==> config.mk <==
export PLATFORM = sky130hd
export DESIGN_NAME = gws_top
export DESIGN_NICKNAME = d
export VERILOG_FILES = /design/src/gws_pkg.sv /design/src/gws_latch.sv /design/src/gws_top.sv
export SDC_FILE = /design/constraint.sdc
export NUM_CORES = 1
export LEC_CHECK = 0
export BUFFER_PORTS_ARGS = -buffer_cell sky130_fd_sc_hd__buf_2
export CELL_PAD_IN_SITES_DETAIL_PLACEMENT = 0
export CELL_PAD_IN_SITES_GLOBAL_PLACEMENT = 1
export CORE_MARGIN = 10
export CORE_UTILIZATION = 29
export CTS_CLUSTER_SIZE = 28
export DETAILED_ROUTE_END_ITERATION = 6
export PLACE_DENSITY_LB_ADDON = 0.12
export SLEW_MARGIN = 20
export SYNTH_ARGS = -nofsm -noshare
export SYNTH_HDL_FRONTEND = slang
export SYNTH_SLANG_ARGS = --single-unit
==> constraint.sdc <==
create_clock -name i_clk -period 1.3 [get_ports i_clk]
set_clock_uncertainty 0.1 [all_clocks]
set_input_delay 0.13 -clock i_clk [delete_from_list [all_inputs] [get_ports i_clk]]
set_output_delay 0.13 -clock i_clk [all_outputs]
set_load 0.01 [all_outputs]
==> src/gws_pkg.sv <==
// Functional notes
// [RL1] A pin's wake event sets its status bit, ignoring all enables.
// [RL2] Standby power-on reset clears all three status registers to 0x00.
// [RL3] Main-power reset, soft reset and PCI reset leave status bits unchanged.
// [RL4] Writing 1 to any of bits 7..0 clears that status bit.
// [RL5] Writing 0 to a status bit leaves it unchanged.
// [RL6] Offset 05 holds pins 1_0..1_7 in bits 0..7.
// [RL7] Offset 06 holds pins 2_0..2_7 in bits 0..7.
// [RL8] Offset 07 holds pins 3_0..3_3, 4_1, 4_3, 6_0, 6_1 in bits 0..7.
// [RL9] Wake request needs status, source enable and global enable all set.
// [RL10] Status stays set until cleared; a coincident event beats the clearing write.
package gws_pkg;

  localparam int unsigned ADDR_W = 8;
  localparam int unsigned DATA_W = 8;
  localparam int unsigned NUM_REGS = 3;

  localparam logic [ADDR_W-1:0] OFFSET_WAKE_STATUS_A = 8'h05;
  localparam logic [ADDR_W-1:0] OFFSET_WAKE_STATUS_B = 8'h06;
  localparam logic [ADDR_W-1:0] OFFSET_WAKE_STATUS_C = 8'h07;

  localparam logic [DATA_W-1:0] RESET_WAKE_STATUS = 8'h00;
  localparam logic [DATA_W-1:0] UNMAPPED_READ_VALUE = 8'h00;

  localparam logic [DATA_W*NUM_REGS-1:0] RESET_WAKE_REQUEST   = 24'h000000;
  localparam logic                       RESET_WAKE_REQUEST_N = 1'h1;

  // Register file reached over the plain port.
  typedef struct packed {
    logic [ADDR_W-1:0] addr;
    logic [DATA_W-1:0] wr_data;
    logic              wr;
    logic              rd;
  } gws_bus_req_t;

  // Pins of the first group, bit 7 down to bit 0.
  typedef struct packed {
    logic gpio_pin_1_7;
    logic gpio_pin_1_6;
    logic gpio_pin_1_5;
    logic gpio_pin_1_4;
    logic gpio_pin_1_3;
    logic gpio_pin_1_2;
    logic gpio_pin_1_1;
    logic gpio_pin_1_0;
  } gws_grp_a_t;

  // Pins of the second group, bit 7 down to bit 0.
  typedef struct packed {
    logic gpio_pin_2_7;
    logic gpio_pin_2_6;
    logic gpio_pin_2_5;
    logic gpio_pin_2_4;
    logic gpio_pin_2_3;
    logic gpio_pin_2_2;
    logic gpio_pin_2_1;
    logic gpio_pin_2_0;
  } gws_grp_b_t;

  // Mixed third group, bit 7 down to bit 0.
  typedef struct packed {
    logic gpio_pin_6_1;
    logic gpio_pin_6_0;
    logic gpio_pin_4_3;
    logic gpio_pin_4_1;
    logic gpio_pin_3_3;
    logic gpio_pin_3_2;
    logic gpio_pin_3_1;
    logic gpio_pin_3_0;
  } gws_grp_c_t;

  // All 24 wake sources; the same layout carries events, enables and requests.
  typedef struct packed {
    gws_grp_c_t grp_c;
    gws_grp_b_t grp_b;
    gws_grp_a_t grp_a;
  } gws_pins_t;

endpackage : gws_pkg

==> src/gws_latch.sv <==
`timescale 1ns/1ps
module gws_latch (
  // Clock and standby reset
  input  wire logic                         i_clk,
  input  wire logic                         i_rst,
  // Wake events of the eight sources
  input  wire logic [gws_pkg::DATA_W-1:0]   i_event,
  // Clearing write
  input  wire logic                         i_clr_wr,
  input  wire logic [gws_pkg::DATA_W-1:0]   i_clr_mask,
  // Sticky status
  output logic      [gws_pkg::DATA_W-1:0]   o_status
);

  logic [gws_pkg::DATA_W-1:0] status_q;
  logic [gws_pkg::DATA_W-1:0] status_d;
  logic [gws_pkg::DATA_W-1:0] clear_bits;

  always_comb begin
    clear_bits = i_clr_wr ? i_clr_mask : gws_pkg::RESET_WAKE_STATUS; // RL4 RL5
    // The event term is applied last so it wins over a coincident clear.
    status_d = (status_q & ~clear_bits) | i_event; // RL1 RL10
  end

  // Only the standby reset reaches these flops.
  always_ff @(posedge i_clk) begin
    if (i_rst) begin
      status_q <= gws_pkg::RESET_WAKE_STATUS; // RL2
    end else begin
      status_q <= status_d;
    end
  end

  assign o_status = status_q;

endmodule : gws_latch

==> src/gws_top.sv <==
// The address-and-strobe port is this design's own decision.
`timescale 1ns/1ps
module gws_top (
  // Clock and standby power-on reset
  input  wire logic                         i_clk,
  input  wire logic                         i_rst,
  // Other resets of the device
  input  wire logic                         i_main_power_on_reset,
  input  wire logic                         i_soft_reset,
  input  wire logic                         i_pci_reset,
  // Register port
  input  wire logic [gws_pkg::ADDR_W-1:0]   i_addr,
  input  wire logic [gws_pkg::DATA_W-1:0]   i_wr_data,
  input  wire logic                         i_wr,
  input  wire logic                         i_rd,
  output logic      [gws_pkg::DATA_W-1:0]   o_rd_data,
  // Wake sources and enables
  input  wire gws_pkg::gws_pins_t           i_wake_event,
  input  wire gws_pkg::gws_pins_t           i_wake_source_enable,
  input  wire logic                         i_wake_global_enable,
  // Status and wake request
  output gws_pkg::gws_pins_t                o_wake_status,
  output gws_pkg::gws_pins_t                o_wake_request,
  output logic                              o_wake_request_out_n
);

  // Returns the index of the status register at an address, or NUM_REGS.
  function automatic logic [1:0] reg_index(input logic [gws_pkg::ADDR_W-1:0] addr);
    logic [1:0] idx;
    idx = 2'h3;
    case (addr)
      gws_pkg::OFFSET_WAKE_STATUS_A: idx = 2'h0; // RL6
      gws_pkg::OFFSET_WAKE_STATUS_B: idx = 2'h1; // RL7
      gws_pkg::OFFSET_WAKE_STATUS_C: idx = 2'h2; // RL8
      default:                       idx = 2'h3;
    endcase
    return idx;
  endfunction : reg_index

  gws_pkg::gws_bus_req_t bus;
  logic [1:0]            wr_idx;
  logic [1:0]            rd_idx;
  logic                  other_reset;

  logic [gws_pkg::NUM_REGS-1:0][gws_pkg::DATA_W-1:0] event_grp;
  logic [gws_pkg::NUM_REGS-1:0][gws_pkg::DATA_W-1:0] status_grp;

  assign bus.addr    = i_addr;
  assign bus.wr_data = i_wr_data;
  assign bus.wr      = i_wr;
  assign bus.rd      = i_rd;

  assign wr_idx = reg_index(bus.addr);
  assign rd_idx = reg_index(bus.addr);

  // These resets clear only the read pipeline; the latches never see them.
  assign other_reset = i_main_power_on_reset | i_soft_reset | i_pci_reset; // RL3

  // Events map bit for bit onto the three registers through the pin structs.
  assign event_grp[0] = i_wake_event.grp_a; // RL6
  assign event_grp[1] = i_wake_event.grp_b; // RL7
  assign event_grp[2] = i_wake_event.grp_c; // RL8

  // Events are fed in with no enable gating at all.
  genvar g;
  generate
    for (g = 0; g < gws_pkg::NUM_REGS; g++) begin : g_latch
      gws_latch u_latch (
        .i_clk      (i_clk),
        .i_rst      (i_rst),
        .i_event    (event_grp[g]),                               // RL1
        .i_clr_wr   (bus.wr && (wr_idx == 2'(g))),                // RL4
        .i_clr_mask (bus.wr_data),                                // RL5
        .o_status   (status_grp[g])
      );
    end
  endgenerate

  assign o_wake_status.grp_a = status_grp[0];
  assign o_wake_status.grp_b = status_grp[1];
  assign o_wake_status.grp_c = status_grp[2];

  // Read data: one cycle after the strobe, zero in every other cycle.
  logic [gws_pkg::DATA_W-1:0] rd_data_q;
  logic [gws_pkg::DATA_W-1:0] rd_data_d;

  always_comb begin
    rd_data_d = gws_pkg::UNMAPPED_READ_VALUE;
    if (bus.rd && (rd_idx != 2'h3)) begin
      rd_data_d = status_grp[rd_idx];
    end
  end

  always_ff @(posedge i_clk) begin
    if (i_rst || other_reset) begin
      rd_data_q <= gws_pkg::UNMAPPED_READ_VALUE;
    end else begin
      rd_data_q <= rd_data_d;
    end
  end

  assign o_rd_data = rd_data_q;

  // Wake request, registered so the pin never glitches on decode.
  gws_pkg::gws_pins_t req_q;
  gws_pkg::gws_pins_t req_d;
  logic               req_n_q;
  logic               req_n_d;

  always_comb begin
    req_d   = i_wake_global_enable ?
              (o_wake_status & i_wake_source_enable) : gws_pkg::RESET_WAKE_REQUEST; // RL9
    req_n_d = ~(|req_d); // RL9
  end

  always_ff @(posedge i_clk) begin
    if (i_rst) begin
      req_q   <= gws_pkg::RESET_WAKE_REQUEST;
      req_n_q <= gws_pkg::RESET_WAKE_REQUEST_N;
    end else begin
      req_q   <= req_d;
      req_n_q <= req_n_d;
    end
  end

  assign o_wake_request       = req_q;
  assign o_wake_request_out_n = req_n_q;

endmodule : gws_top

* After elaboration in Yosys (flattened, before gate mapping)
Index checks and enable logic that the tools add are counted.
** Storage, ports and cells
- Memories :: 0
- Latch bits :: 0
- Input port bits :: 72
- RAM bits :: 0
- ROM bits :: 0
- Flip-flop bits (word level) :: 57
** Operators by class
- Multipliers :: 0
- Muxes and demuxes :: 7
- Add/sub/neg operators :: 0
- Magnitude comparators :: 1
- Equality and inequality tests :: 6
- Bitwise operators :: 14
- Shifts and indexed selects :: 0
- Divide/modulo/power cells :: 0
- Reduce and logical (&&, ||, !) cells :: 8
** Operator list (number)
- $mux W8 :: 4
- $and A24 B24 Y24 :: 1
- $and A8 B8 Y8 :: 3
- $eq A8 B3 Y1 const B :: 3
- $mux W24 :: 1
- $not A8 Y8 :: 3
- $or A8 B8 Y8 :: 3
- $reduce_or A24 Y1 :: 1
- $bmux W8 S2 :: 1
- $pmux W2 S3 :: 1
- $logic_and A1 B1 Y1 :: 4
- $lt A2 B3 Y1 const B :: 1
- $eq A2 B1 Y1 const B :: 1
- $eq A2 B2 Y1 const B :: 1
- $logic_not A2 Y1 :: 1
- $ne A2 B2 Y1 const B :: 1
- $not A1 Y1 :: 2
- $or A1 B1 Y1 :: 2
- $reduce_or A2 Y1 :: 1
- $logic_or A1 B1 Y1 :: 1

* Logic depth before layout (Yosys ltp)
- Depth after elaboration :: 8
- Depth in mapped cells :: 5
- Depth with buffers taken out :: 4

* By module
From an unflattened synthesis, not the netlist that was laid out.
** Unflattened totals
- Cells, all modules :: 251
- Area total of the unflattened synthesis :: 2358.5 sq um
** Modules (own cells, without submodules)
- gws_top :: cells an instance 149, times used 1, sequential area each 660.6 sq um, area an instance 1281.2 sq um
- gws_latch :: cells an instance 34, times used 3, sequential area each 160.2 sq um, area an instance 359.1 sq um

* Worst setup path after synthesis
OpenSTA, ideal clock, no wires.
- Path kind :: input-to-reg
- Start :: input i_addr[5] in the netlist's numbering
- End :: register g_latch[2].u_latch.status_q (netlist bit g_latch[2].u_latch.o_status[0])
- Cell stages on the path :: 4
- Path buffers :: 0
- Arrival time :: 0.953 ns
- Setup time :: 0.132 ns
- Data required time :: 1.068 ns
- Slack :: 0.115 ns
- Cells stage by stage :: nor4_4 > nand4_1 > o21ai_0 > a21oi_1
** On the way
- Word-level cells in the longest chain between the ends :: 8
** RTL lines
- from (decl) :: RTL line gws_top.sv:12 : input wire logic [gws_pkg::ADDR_W-1:0] i_addr,
- $eq A8 B3 Y1 :: RTL line gws_top.sv:31 : case (addr)
- $pmux W2 S3 * :: RTL line gws_top.sv:31
- $eq A2 B2 Y1 * :: RTL line gws_top.sv:72 : .i_clr_wr (bus.wr && (wr_idx == 2'(g))),
- $logic_and A1 B1 Y1 * :: RTL line gws_top.sv:72
- $mux W8 * :: RTL line gws_latch.sv:20 : clear_bits = i_clr_wr ? i_clr_mask : gws_pkg::RESET_WAKE_STATUS;
- $not A8 Y8 * :: RTL line gws_latch.sv:22 : status_d = (status_q & ~clear_bits) | i_event;
- $and A8 B8 Y8 * :: RTL line gws_latch.sv:22
- $or A8 B8 Y8 * :: RTL line gws_latch.sv:22
- to (signal assigned) :: RTL line gws_latch.sv:28 : status_q <= gws_pkg::RESET_WAKE_STATUS;
- to (signal assigned) :: RTL line gws_latch.sv:30 : status_q <= status_d;
- to (decl) :: RTL line gws_latch.sv:15 : logic [gws_pkg::DATA_W-1:0] status_q;
Mark *: on every way between the ends. The rest lies on a longest branch, timed or not.
A chain may end at the register's enable or synchronous reset.

* Worst setup path in the final report
- Start :: input i_wake_source_enable[6] in the netlist's numbering
- End :: register req_n_q (netlist: o_wake_request_out_n)
** On the way
- Word-level cells in the longest chain between the ends :: 4
** RTL lines
- from (decl) :: RTL line gws_top.sv:19 : input wire gws_pkg::gws_pins_t i_wake_source_enable,
- $and A24 B24 Y24 :: RTL line gws_top.sv:112 : (o_wake_status & i_wake_source_enable) : gws_pkg::RESET_WAKE_REQUEST;
- $mux W24 :: RTL line gws_top.sv:111 : req_d = i_wake_global_enable ?
- $reduce_or A24 Y1 :: RTL line gws_top.sv:113 : req_n_d = ~(|req_d);
- $not A1 Y1 :: RTL line gws_top.sv:113
- to (signal assigned) :: RTL line gws_top.sv:119 : req_n_q <= gws_pkg::RESET_WAKE_REQUEST_N;
- to (signal assigned) :: RTL line gws_top.sv:122 : req_n_q <= req_n_d;
- to (decl) :: RTL line gws_top.sv:107 : logic req_n_q;
No other way between the ends.

==> impl_metrics.env <==
export IMPL_status="finished, final reports clean"
export IMPL_critPathArrivalTime_ns=1.40
export IMPL_drive_gt1_frac=0.376
export IMPL_syn_inst=267
export IMPL_grt_pass1_vias=2639
export IMPL_core_area_sq_um=7290
export IMPL_critPathMaxFanout=2
export IMPL_place_hpwl_um=6880
export IMPL_drtPass1Iterations=4
export IMPL_final_cells=562
export IMPL_fin_area_sq_um=3720
export IMPL_drtIter0Drc=110
export IMPL_synthesis_area_sq_um=2180
export IMPL_cts_root_buffer_cell="clkbuf_8"
export IMPL_fin_hold_ws_ns=0.0190
export IMPL_max_slew_margin=0.763
export IMPL_vias=2468
export IMPL_synth_area_per_cell_sq_um=8.18
export IMPL_clock_sinks=57
export IMPL_ant_nets=0
export IMPL_die_w_um=107
export IMPL_startpoint_type="primary input"
export IMPL_ys_seq_area_frac=0.522
export IMPL_cts_tree="yes"
export IMPL_worst_pin_slew_ns=0.355
export IMPL_area_growth_pct=70.4
export IMPL_min_period_ns=1.23
export IMPL_maxCapViolCount=0
export IMPL_hold_violations=0
export IMPL_ys_warn_count=0
export IMPL_ioPinCount=129
export IMPL_fin_util=0.511
export IMPL_drt_total_wl_um=8690
export IMPL_synthesis_nets=339
export IMPL_cellLeakagePower_nw=1.79
export IMPL_grt_max_degree=26
export IMPL_nets=530
export IMPL_setup_viol=0
export IMPL_place_gp_congestion=0.782
export IMPL_die_h_um=107
export IMPL_ir_drop_uv=458
export IMPL_ys_types=29
export IMPL_hold_path_class="in2reg"
export IMPL_cts_buffers=9
export IMPL_antenna_found_initial=0
export IMPL_htree_levels=3
export IMPL_grt_usage=0.154
export IMPL_place_area_sq_um=3040
export IMPL_route_detailed_drc=0
export IMPL_diodes=0
export IMPL_setup_worst_path_class="in2reg"
export IMPL_max_freq_mhz=813
export IMPL_initial_core_util=0.300
export IMPL_avgViaCountPerCell=4.39
export IMPL_dp_cells=502
export IMPL_rsz0062_at_grt="false"
export IMPL_crit_path_end_kind="register"
export IMPL_die_area_sq_um=11400
export IMPL_fp_row_count=31
export IMPL_synth_seq_cells=57
export IMPL_fin_crit_sh=0.946
export IMPL_clk_pin_slew_ns=0.07
export IMPL_wl_per_cell_um=15.5
export IMPL_required_ns=1.47
export IMPL_cts_setup_buffers=0
export IMPL_p_per_area_nw_per_um2=1160
export IMPL_cts_buffer_depth=2
export IMPL_io_buffer_count=128
export IMPL_drv_slew=0
export IMPL_grt_pass1_wl_um=13900
export IMPL_gr_total_overflow=0
export IMPL_insertion_delay_ns=0.32
==> sequential cells by signal (all words and copies together), names as in the netlist <==
signal	cells
g_latch.u_latch.o_status	24
o_rd_data	8
o_wake_request	24
o_wake_request_out_n	1
==> synthesized netlist by cell type, drive strengths merged <==
cell	count	area share
and4	1	0.0040
nand4b	1	0.0040
nor3b	8	0.027
o2111ai	1	0.0040
nor4b	1	0.0069
nor4	2	0.013
nand4	7	0.020
o21ai	24	0.055
inv	16	0.027
nand2b	1	0.0029
a21oi	16	0.037
a21o	1	0.0034
clkbuf	6	0.010
nand3b	1	0.0034
nor2b	2	0.0069
buf	7	0.018
a211oi	8	0.027
and2	9	0.026
dfxtp	57	0.52
nor2	41	0.070
a31oi	8	0.023
and4b	1	0.0052
nand2	48	0.082
==> per-stage QoR <==
step                TNS, ns  setup slack (ns)  power [mW]
floorplan                 0             0.115        2.13
global placement      -1.24           -0.0682        2.43
detailed placement    -2.14            -0.101        2.44
CTS                       0            0.0357        4.37
global route              0           0.00401        4.53
finish                    0            0.0699        4.33
==> repair_timing <==
action                     in CTS  in global routing
gates resized for setup         0                  6
hold buffers                   44                  0
setup endpoints to repair       0                  1
hold endpoints to repair       44                  0
==> worst max-delay path, stage by stage <==
cell and delay [ns]:
dlygate4sd3_1 0.53, buf_2 0.12, nand2_1 0.08, nand4_1 0.12, nor4_2 0.28, a21o_1 0.14
==> cells in the final DEF, fill, tap and decap left out, types with 10 or more instances in the layout <==
cell type and count:
nor2_1 41, dlygate4sd3_1 44, nand2_1 43, buf_2 128
buf_4 21, clkbuf_8 10, o21ai_0 21, inv_1 16
a21oi_1 16, dfxtp_1 57
==> final timing paths <==
kind                                              to                            from  cells past startpoint  slack, ns
worst min register to register     o_wake_request[7]  g_latch[0].u_latch.o_status[7]                      2       0.36
worst max-delay path            o_wake_request_out_n         i_wake_source_enable[6]                      6       0.07
worst min-delay path              o_wake_request[12]        i_wake_source_enable[12]                      3       0.02
worst max register to register  o_wake_request_out_n  g_latch[0].u_latch.o_status[4]                      4       0.15
==> cells by family after synthesis <==
kind of cell    Yosys count  synth area share
simple gates            123             0.272
flops                    57             0.522
compound gates           58             0.149
buf+inv                  29            0.0561
==> metal layers <==
| layer | GRT usage | routed length [um] |
|---|---|---|
| met5 | 0 | 0 |
| met4 | 0.0493 | 84 |
| met3 | 0.0575 | 741 |
| met2 | 0.237 | 3860 |
| met1 | 0.194 | 4000 |
==> where the power goes <==
part | total [mW] | internal [mW] | switching (mW)
sequential | 1.87 | 1.82 | 0.0544
combinational | 0.629 | 0.331 | 0.299
clock | 1.83 | 1.13 | 0.699
total | 4.33 | 3.28 | 1.05
==> area by class of cell <==
| cell class | count | area (sq um) |
|---|---|---|
| Fill cell | 797 | 3570 |
| Multi-Input combinational cell | 181 | 940 |
| Tap cell | 99 | 124 |
| Clock buffer | 11 | 141 |
| Clock inverter | 5 | 78.8 |
| Inverter | 16 | 60.1 |
| Sequential cell | 57 | 1140 |
| Timing Repair Buffer | 193 | 1240 |
Note: power is estimated with default switching activity, not from simulation.
